`src/inc/spm_consts.vh`:
```
// constants for the shared pin function multiplexer
`ifndef SPM_CONSTS_VH
`define SPM_CONSTS_VH

// ----------------------------------------------------------------------
// structure
// ----------------------------------------------------------------------
`define SPM_NUM_PORTS       5
`define SPM_PORT_W          8
`define SPM_PIN_W           40
`define SPM_ADDR_W          8

// ----------------------------------------------------------------------
// register map, byte addresses, one word each
// port p register k sits at p * 16 + k * 4
// ----------------------------------------------------------------------
`define SPM_KIND_DATA       2'h0
`define SPM_KIND_DIR        2'h1
`define SPM_KIND_PULL       2'h2
`define SPM_KIND_NONE       2'h3
`define SPM_SYSTEM_OPTIONS_REGISTER_ADDR       8'h50

// ----------------------------------------------------------------------
// system options fields and reset values
// ----------------------------------------------------------------------
`define SPM_SYSTEM_OPTIONS_REGISTER_RSTEN_BIT  0
`define SPM_SYSTEM_OPTIONS_REGISTER_DBGEN_BIT  1
`define SPM_SYSTEM_OPTIONS_REGISTER_RESET      2'h3
`define SPM_PORT_RESET      8'h00
`define SPM_PINS_RESET      40'h00_0000_0000
`define SPM_OE_N_RESET      8'hff

// ----------------------------------------------------------------------
// pin positions in the flat 40 bit vectors
// ----------------------------------------------------------------------
`define SPM_PIN_DEBUG       24
`define SPM_PIN_RESET       25
`define SPM_PIN_IRQ         26
`define SPM_KBD_HI_LSB      4

`endif

```
`src/verilog/spm_port.v`:
```
// one eight-pin port: input synchroniser, output selection and pull control
`include "spm_consts.vh"
`default_nettype none

module spm_port (
    input  wire       core_clk,
    input  wire       sys_rst,
    input  wire [7:0] pad_in,
    input  wire [7:0] port_data,
    input  wire [7:0] port_dir,
    input  wire [7:0] pull_en,
    input  wire [7:0] own_en,
    input  wire [7:0] own_out,
    input  wire [7:0] own_oe,
    input  wire [7:0] out_only,
    input  wire [7:0] pull_force,
    input  wire [7:0] pd_swap,
    output reg  [7:0] pad_out,
    output reg  [7:0] pad_oe_n,
    output reg  [7:0] pull_up,
    output reg  [7:0] pull_down,
    output wire [7:0] read_val,
    output wire [7:0] pin_sync
);

    reg  [7:0] sync_a;
    reg  [7:0] sync_b;
    reg  [7:0] next_drive;
    reg  [7:0] next_value;
    reg  [7:0] next_pull;

    // ------------------------------------------------------------------
    // pad input synchroniser
    // ------------------------------------------------------------------
    // two flops; only the second one is read anywhere
    always @(posedge core_clk) begin
        if (sys_rst) begin
            sync_a <= 8'h00;
            sync_b <= 8'h00;
        end else begin
            sync_a <= pad_in;
            sync_b <= sync_a;
        end
    end

    assign pin_sync = sync_b;

    // direction selects readback
    // output-only pins have no input path, so they read back the latch
    assign read_val = ((port_dir | out_only) & port_data) | (~(port_dir | out_only) & sync_b);

    // ------------------------------------------------------------------
    // output and pull selection
    // ------------------------------------------------------------------
    always @* begin
        next_drive = (own_en & own_oe) | (~own_en & (port_dir | out_only));
        next_value = (own_en & own_out) | (~own_en & port_data);
        next_pull  = (pull_en & ~next_drive) | pull_force;
    end

    // registered pad controls so every pad output has a reset value
    always @(posedge core_clk) begin
        if (sys_rst) begin
            pad_out   <= 8'h00;
            pad_oe_n  <= `SPM_OE_N_RESET;
            pull_up   <= 8'h00;
            pull_down <= 8'h00;
        end else begin
            pad_out   <= next_value;
            pad_oe_n  <= ~next_drive;
            pull_up   <= next_pull & ~pd_swap;
            pull_down <= next_pull & pd_swap;
        end
    end

endmodule // spm_port

`default_nettype wire

```
`src/verilog/spm_pin_mux.v`:
```
// shared pin function multiplexer with its register slave
`include "spm_consts.vh"
`default_nettype none

// Summary of operation
// - after reset all shared pins are undriven inputs with pulls off, except the pullups on the debug and reset pins
// - each pin goes to its port function or its one fixed peripheral
// - peripheral controls the output enable; direction bit still picks the readback
// - pull-enable bit turns the pull on whenever the pin acts as input
// - keyboard pins 7..4 with rising sensitivity use pulldown instead of pullup
// - interrupt request pin with rising edge uses pulldown instead of pullup
// - debug pin as port bit is output-only with pullup shown enabled
// - reset pin as port bit is output-only with no input path
// - reset-pin enable is set by every reset; cleared by software
// - debug pin keeps debug function until debug-pin enable is cleared
module spm_pin_mux (
    input  wire        core_clk,
    input  wire        sys_rst,
    input  wire [7:0]  avs_address,
    input  wire        avs_read,
    input  wire        avs_write,
    input  wire [31:0] avs_writedata,
    output reg  [31:0] avs_readdata,
    output wire        avs_waitrequest,
    input  wire [39:0] pin_in,
    output wire [39:0] pin_out,
    output wire [39:0] pin_oe_n,
    output wire [39:0] pin_pullup,
    output wire [39:0] pin_pulldown,
    input  wire [39:0] periph_en,
    input  wire [39:0] periph_out,
    input  wire [39:0] periph_oe,
    output wire [39:0] pin_sync,
    input  wire [3:0]  kbd_rising,
    input  wire        irq_rising,
    input  wire        debug_out,
    input  wire        debug_oe,
    output wire        debug_in,
    output wire        reset_pin_low
);

    // ------------------------------------------------------------------
    // state
    // ------------------------------------------------------------------
    reg  [39:0] port_data;
    reg  [39:0] port_dir;
    reg  [39:0] port_pull;
    reg         reset_pin_enable;
    reg         debug_pin_enable;
    reg         bus_ack;
    reg  [39:0] own_en;
    reg  [39:0] own_out;
    reg  [39:0] own_oe;
    reg  [39:0] out_only;
    reg  [39:0] pull_force;
    reg  [39:0] pd_swap;
    reg  [7:0]  next_rdata;
    wire [39:0] read_val;
    // options reset word held at its own width so single bits can be picked
    localparam [1:0] system_options_register_reset_val = `SPM_SYSTEM_OPTIONS_REGISTER_RESET;
    wire [5:0]  rd_dec;
    wire [5:0]  wr_dec;
    wire        bus_req;

    // ------------------------------------------------------------------
    // address decode
    // ------------------------------------------------------------------
    // result is {valid, port index, register kind}; valid is clear for
    // unmapped or misaligned addresses and for the options register
    function [5:0] spm_decode;
        input [7:0] addr;
        reg   [2:0] port;
        reg   [1:0] kind;
        begin
            port = addr[6:4];
            kind = addr[3:2];
            spm_decode = {1'b0, port, kind};
            if (addr[1:0] == 2'h0 && addr[7] == 1'b0 && port < 3'h5 &&
                kind != `SPM_KIND_NONE) begin
                spm_decode = {1'b1, port, kind};
            end
        end
    endfunction

    assign rd_dec  = spm_decode(avs_address);
    assign wr_dec  = rd_dec;
    assign bus_req = avs_read | avs_write;

    // ------------------------------------------------------------------
    // avalon handshake
    // ------------------------------------------------------------------
    // fixed one wait state: the first cycle of a request loads read data,
    // the second releases waitrequest; writes land on that second edge
    assign avs_waitrequest = bus_req & ~bus_ack;

    always @(posedge core_clk) begin
        if (sys_rst) begin
            bus_ack <= 1'b0;
        end else begin
            bus_ack <= bus_req & ~bus_ack;
        end
    end

    // ------------------------------------------------------------------
    // read data
    // ------------------------------------------------------------------
    always @* begin
        next_rdata = 8'h00;
        if (avs_address == `SPM_SYSTEM_OPTIONS_REGISTER_ADDR) begin
            next_rdata = {6'h00, debug_pin_enable, reset_pin_enable};
        end else if (rd_dec[5]) begin
            case (rd_dec[1:0])
                `SPM_KIND_DATA: next_rdata = read_val[{rd_dec[4:2], 3'h0} +: 8];
                `SPM_KIND_DIR:  next_rdata = port_dir[{rd_dec[4:2], 3'h0} +: 8];
                `SPM_KIND_PULL: next_rdata = port_pull[{rd_dec[4:2], 3'h0} +: 8];
                default:        next_rdata = 8'h00;
            endcase
        end
    end

    // unmapped reads return zero; data holds until the next read
    always @(posedge core_clk) begin
        if (sys_rst) begin
            avs_readdata <= 32'h0000_0000;
        end else if (avs_read && !bus_ack) begin
            avs_readdata <= {24'h00_0000, next_rdata};
        end
    end

    // ------------------------------------------------------------------
    // register writes
    // ------------------------------------------------------------------
    always @(posedge core_clk) begin
        if (sys_rst) begin
            port_data        <= `SPM_PINS_RESET;
            port_dir         <= `SPM_PINS_RESET;
            port_pull        <= `SPM_PINS_RESET;
            reset_pin_enable <= system_options_register_reset_val[`SPM_SYSTEM_OPTIONS_REGISTER_RSTEN_BIT];
            debug_pin_enable <= system_options_register_reset_val[`SPM_SYSTEM_OPTIONS_REGISTER_DBGEN_BIT];
        end else if (avs_write && bus_ack) begin
            if (avs_address == `SPM_SYSTEM_OPTIONS_REGISTER_ADDR) begin
                reset_pin_enable <= avs_writedata[`SPM_SYSTEM_OPTIONS_REGISTER_RSTEN_BIT];
                debug_pin_enable <= avs_writedata[`SPM_SYSTEM_OPTIONS_REGISTER_DBGEN_BIT];
            end else if (wr_dec[5]) begin
                case (wr_dec[1:0])
                    `SPM_KIND_DATA: port_data[{wr_dec[4:2], 3'h0} +: 8] <= avs_writedata[7:0];
                    `SPM_KIND_DIR:  port_dir[{wr_dec[4:2], 3'h0} +: 8]  <= avs_writedata[7:0];
                    `SPM_KIND_PULL: port_pull[{wr_dec[4:2], 3'h0} +: 8] <= avs_writedata[7:0];
                    default:        port_data <= port_data;
                endcase
            end
        end
    end

    // ------------------------------------------------------------------
    // pin ownership
    // ------------------------------------------------------------------
    // debug and reset pins ignore the generic peripheral request lines:
    // their owner is fixed by the system options bits alone
    always @* begin
        own_en     = periph_en;
        own_out    = periph_out;
        own_oe     = periph_oe;
        out_only   = `SPM_PINS_RESET;
        pull_force = `SPM_PINS_RESET;
        pd_swap    = `SPM_PINS_RESET;

        pd_swap[`SPM_KBD_HI_LSB +: 4] = periph_en[`SPM_KBD_HI_LSB +: 4] & kbd_rising;
        pd_swap[`SPM_PIN_IRQ] = periph_en[`SPM_PIN_IRQ] & irq_rising;

        own_en[`SPM_PIN_DEBUG]     = debug_pin_enable;
        own_out[`SPM_PIN_DEBUG]    = debug_out;
        own_oe[`SPM_PIN_DEBUG]     = debug_oe;
        out_only[`SPM_PIN_DEBUG]   = ~debug_pin_enable;
        pull_force[`SPM_PIN_DEBUG] = 1'b1;

        // reset function only listens; the pin is driven only as a port bit, while reset-pin enable is clear
        own_en[`SPM_PIN_RESET]     = reset_pin_enable;
        own_out[`SPM_PIN_RESET]    = 1'b0;
        own_oe[`SPM_PIN_RESET]     = 1'b0;
        out_only[`SPM_PIN_RESET]   = ~reset_pin_enable;
        pull_force[`SPM_PIN_RESET] = reset_pin_enable;
    end

    // ------------------------------------------------------------------
    // per-port pad logic
    // ------------------------------------------------------------------
    genvar gp;
    generate
        for (gp = 0; gp < `SPM_NUM_PORTS; gp = gp + 1) begin : g_port
            spm_port u_port (
                .core_clk   (core_clk),
                .sys_rst    (sys_rst),
                .pad_in     (pin_in[gp*8 +: 8]),
                .port_data  (port_data[gp*8 +: 8]),
                .port_dir   (port_dir[gp*8 +: 8]),
                .pull_en    (port_pull[gp*8 +: 8]),
                .own_en     (own_en[gp*8 +: 8]),
                .own_out    (own_out[gp*8 +: 8]),
                .own_oe     (own_oe[gp*8 +: 8]),
                .out_only   (out_only[gp*8 +: 8]),
                .pull_force (pull_force[gp*8 +: 8]),
                .pd_swap    (pd_swap[gp*8 +: 8]),
                .pad_out    (pin_out[gp*8 +: 8]),
                .pad_oe_n   (pin_oe_n[gp*8 +: 8]),
                .pull_up    (pin_pullup[gp*8 +: 8]),
                .pull_down  (pin_pulldown[gp*8 +: 8]),
                .read_val   (read_val[gp*8 +: 8]),
                .pin_sync   (pin_sync[gp*8 +: 8])
            );
        end
    endgenerate

    // ------------------------------------------------------------------
    // system pin inputs
    // ------------------------------------------------------------------
    // no input path once output-only
    assign reset_pin_low = reset_pin_enable & ~pin_sync[`SPM_PIN_RESET];
    assign debug_in      = debug_pin_enable & pin_sync[`SPM_PIN_DEBUG];

endmodule // spm_pin_mux

`default_nettype wire

```
`config.mk`:
```
export PLATFORM = sky130hd
export DESIGN_NAME = spm_pin_mux
export DESIGN_NICKNAME = d
export VERILOG_FILES = /design/src/verilog/spm_port.v /design/src/verilog/spm_pin_mux.v
export VERILOG_INCLUDE_DIRS = /design/src /design/src/inc
export SDC_FILE = /design/constraint.sdc
export NUM_CORES = 1
export LEC_CHECK = 0
export ABC_CLOCK_PERIOD_IN_PS = 3500
export BUFFER_PORTS_ARGS = -buffer_cell sky130_fd_sc_hd__buf_4
export CORE_AREA = 4 4 172 174
export CTS_BUF_LIST = sky130_fd_sc_hd__clkbuf_8 sky130_fd_sc_hd__clkbuf_16
export DETAILED_ROUTE_END_ITERATION = 8
export DIE_AREA = 0 0 176 178
export PLACE_DENSITY = 0.72
export RECOVER_POWER = 25
export SYNTH_ARGS = -nofsm -noshare
export SYNTH_HDL_FRONTEND = slang
export SYNTH_SLANG_ARGS = --single-unit
```
`constraint.sdc`:
```
create_clock -name core_clk -period 3.5 [get_ports core_clk]
set_clock_uncertainty 0.1 [all_clocks]
set_input_delay 0.35 -clock core_clk [delete_from_list [all_inputs] [get_ports core_clk]]
set_output_delay 0.35 -clock core_clk [all_outputs]
set_load 0.01 [all_outputs]
```
# After elaboration in Yosys (flattened, before gate mapping)
# Cells that the tools add are included.
# totals
regBits,347
output_inout_bits,235
# op_classes
n_shift,5
n_eq_ne,4
bitwise,85
muxes,7
order_cmp,1
n_reduce_logical,12
add_sub_neg,1
# ops
operator,n
bitwise AND 8 bit,38
inverter 8 bit,16
bitwise mux 40 bit,3
OR 8 bit,15
indexed part select 40 x 7 -> 8 bit,3
variable shift 8 x 8 -> 40 bit (first input constant),1
indexed part select 8 x 8 -> 40 bit,1
one-hot mux 8 bit (3 select lines),1
two-way mux 8 bit,2
OR 8 x 2 -> 8 bit,2
AND reduction 4 bit,3
bitwise AND 8 x 3 -> 8 bit,1
== test 8 x 7 -> 1 bit (second input constant),1
negator 6 -> 8 bit,1
inverter 3 -> 8 bit,1
two-way mux 6 bit,1
inverter 1 bit,6
logical AND 1 bit,5
bitwise AND 1 bit,4
bitwise AND 4 bit,1
zero test 2 bit,2
< comparator 3 bit (second input constant),1
== test 2 x 1 -> 1 bit (second input constant),1
== test 2 bit (second input constant),1
other kinds (4),4

# Depth between registers and ports, before layout
# logic_depth
depth_word,9
ltp_mapped,10

# Cells and area by module
# From an unflattened synthesis, not the netlist that was laid out.
# unflattened
hier_cells,1523
area_unflattened_um2,14953.1
# by_module_without_submodules
mod,seq_area_each_um2,instances,cells_each,area_per_inst_um2
spm_port,960.9,5,164,1741.7
spm_pin_mux,2622.5,1,703,6244.7

# Worst setup path after synthesis
# Ideal clock, no wire load.
# synth_path
path_kind,in2reg
startpoint,input port avs_address[4]
endpoint,register port_pull[32]
path_buffers,1
t_arrival_ps,2417
path_slack_ps,912
setup_ps,72
cell_stages,9
cell_sequence,buf_2 -> clkinv_1 -> ha_1 -> ha_1 -> nor2b_1 -> and2_1 -> nand2_1 -> nor3_4 -> mux2i_1
# synth_via
elab_chain_cells,5
elab_cells_between_ends,11
# synth_lines
element,line,text
"start, declared",spm_pin_mux.v:19,"input wire [7:0] avs_address,"
"parallel branches: the longest is 5 deep, another holds negator 6 -> 8 bit",-,
"end signal, assigned",spm_pin_mux.v:137,port_pull <= `SPM_PINS_RESET;
"end signal, assigned by index",spm_pin_mux.v:148,"`SPM_KIND_PULL: port_pull[{wr_dec[4:2], 3'h0} +: 8] <= avs_writedata[7:0];"
"end, declared",spm_pin_mux.v:47,reg [39:0] port_pull;
# Several ways; the timed one is not identified.
# A chain may end at the register's enable or synchronous reset.

==> qor.csv <==
metric;value;unit
outcome;finished clean;
post-synthesis sequential area ratio;51.39;%
Hold Vio Cnt, Final;0;
share of cells above drive strength 1;25.46;%
CTS Buffer Depth;3;
DIE WIDTH;176;µm
Initial Util;47.12;%
first-pass GRT wire length;65610;µm
met2 WL;20820;µm
wire per inst;19.73;µm
worst slew pin tran;1.183;ns
Final period util;74.22;%
Routed WL;43890;µm
Post-DRT Antenna Nets;0;
critical path peak fanout;67;
largest net degree at the start of global routing;178;
combinational share of power;9.8;%
slowest CP cell;inv_1;
DRC;0;
CP startpoint kind;primary input;
max_cap viols;0;
Worst EP required;3.85;ns
fin cells;2224;
sequential share of power;46.5;%
Hold WC Path Type;in2reg;
yosys warns;0;
most common cell after layout, fill and taps aside;buf_4;
Worst-path clk slew;0.06;ns
GRT Total Usage;26.86;%
worst vdd ir;0.3303;mV
H-tree level count;2;
Final GP Congestion;0.8901;
clock share of power;43.8;%
Sw Share;23.05;%
Pins Over Slew Limit;0;
Sum Neg Setup Slack;0;ns
initial antenna violation count;3;
leakage power;7.986;nW
Synth async-reset ratio;0;%
Detailed Route Iter0 Violations;830;
Min Hold Slack;0.005820;ns
relative slew slack;21.02;%
Worst Setup Path Type;in2reg;
antenna fix cells;0;
Die Ht;178;µm
IO Port Bufs;356;
#FFs+latches synth;336;
Rows;61;
io pins;446;
met3 WL;3825;µm
main flop type after synthesis;dfxtp_1;
via count;11520;
first drt pass iteration count;5;
Post-synth EDFFs;0;
wire length on met1;17880;µm
Max Used Layer;met5;
CP Cell Sequence;clkbuf_8 > inv_1 > buf_4 > nand2_1 > nor3_1 > dlygate4sd3_1;
clock latency on the worst-skew pair;0.51;ns
RSZ-0062 raised after global routing;no;
most frequent cells in the layout;buf_4, dfxtp_1, nand2_1;
endpoints failing setup;0;
distinct cell type count after synthesis;52;
# nets final;2040;
Core Area;0.02778;mm²
Syn Inst Count;1396;
clock sinks;336;
Post-Place Cells;2067;
post-CTS sizing;0;
TritonCTS clock tree;yes;
Die ar.;0.03133;mm²
FF+latch area;0.006726;mm²
post-layout min period;2.598;ns
critical path endpoint category;flip-flop;
CP arrival;2.95;ns
largest stage delay on the critical path;0.93;ns
HPWL Detailed;31550;µm
vias in the first global route;11310;
P_int;6.537;mW
Multi-input gate area;0.005788;mm²
Net Sw Power;1.959;mW
vias per cell;5.178;
Synth Area per Inst;9.377;µm²
CTS buffer count;36;
Area Overhead vs Synth;37.11;%
Syn Std Cell Area;0.01309;mm²
GRT overflow;0;
Root Buffer;clkbuf_16;
PD cells;473.4;mW/mm²
f_max;384.9;MHz
fillcell total;2293;
## cell usage after synthesis, types with 5 or more instances
| library cell | n | area [µm²] |
|---|---|---|
| buf_4 | 61 | 457.9 |
| ha_1 | 7 | 87.58 |
| a211oi_1 | 5 | 37.54 |
| a21oi_1 | 60 | 300.3 |
| buf_1 | 7 | 26.28 |
| mux2i_1 | 123 | 1231 |
| buf_2 | 13 | 65.06 |
| nand2_1 | 160 | 600.6 |
| a22oi_1 | 29 | 217.7 |
| inv_1 | 7 | 26.28 |
| o21ai_0 | 62 | 310.3 |
| dfxtp_1 | 336 | 6726 |
| nor2b_1 | 133 | 832.1 |
| mux2_2 | 16 | 180.2 |
| nand3_1 | 32 | 160.2 |
| clkbuf_1 | 54 | 202.7 |
| nand4_2 | 5 | 62.56 |
| or2_2 | 12 | 75.07 |
| nor3b_1 | 15 | 112.6 |
| and3_1 | 18 | 112.6 |
| and2_1 | 22 | 137.6 |
| nand4_1 | 12 | 75.07 |
| nor2_1 | 139 | 521.8 |
| nor3_1 | 21 | 105.1 |
## worst max-delay path: cells and delay by family
kind | cells | cell delay (ns)
buffers and inverters | 4 | 2.19
and+or+nand+nor | 2 | 0.36
## cell type report
type	instances	area share, %
Inverter	9	0.1882
Clock inverter	13	0.4671
Multi-Input combinational cell	972	32.25
Sequential cell	336	37.48
Clock buffer	49	6.079
Tap cell	378	2.635
Timing Repair Buffer	467	20.90
## flip-flops by register name (all words and copies together) (netlist names)
signal                   count
port_data                   40
debug_pin_enable             1
port_pull                   40
g_port.u_port.pull_down      5
g_port.u_port.pad_out       40
reset_pin_enable             1
g_port.u_port.sync_a        40
bus_ack                      1
port_dir                    40
g_port.u_port.pad_oe_n      40
avs_readdata                 8
g_port.u_port.pin_sync      40
g_port.u_port.pull_up       40
## power groups by stage
stage / logic [mW] / registers [mW] / clock network, mW
after floorplan: 0.367 / 4.04 / 0
after global placement: 0.727 / 4.03 / 0
after detailed placement: 0.739 / 4.03 / 0
after CTS: 0.823 / 3.95 / 3.78
after global routing: 0.886 / 3.96 / 3.94
final: 0.829 / 3.95 / 3.72
## cells by family (layout without fill, tap and decap cells)
logic type      count (synthesis)  count (layout)  synth area share, %
compound gates                176             176                7.848
fa+ha+maj                       7               7               0.6691
buf+inv                       146             538                6.175
flops                         336             336                51.39
mux                           139             139                10.78
other cells                     1              59              0.02865
simple gates                  591             591                23.11
## layer usage
metal,up-vias,global-route usage [%]
li1,5435,-
met1,5439,34.95
met4,2,8.642
met2,550,45.29
met5,-,0
met3,89,5.214
## per-stage QoR
stage / power [mW] / instance area, µm² / util, % / worst slack, ns
final: 8.496 / 17950 / 64.60 / 0.9022
after global placement: 4.759 / 15830 / 56.99 / 0.7243
after floorplan: 4.411 / 13310 / - / 0.9117
after CTS: 8.549 / 17960 / 64.64 / 1.194
after detailed placement: 4.772 / 15830 / 56.99 / 0.6641
after global routing: 8.784 / 17950 / 64.60 / 0.6972
## what timing repair did
item,in CTS,in global routing
hold buffers,95,0
buffers inserted,0,0
endpoints found under the hold margin,82,0
## worst paths after layout
path	from	end	depth (start not counted)	slack (ns)
worst max-delay path	sys_rst	g_port[0].u_port.pull_down[4]	6	0.90
worst min-delay path	periph_en[12]	g_port[1].u_port.pad_out[4]	3	0.006
worst max register to register	bus_ack	port_pull[3]	5	1.37
worst min register to register	g_port[3].u_port.sync_a[7]	g_port[3].u_port.pin_sync[7]	1	0.33
Power figures use the tool's default switching activity.
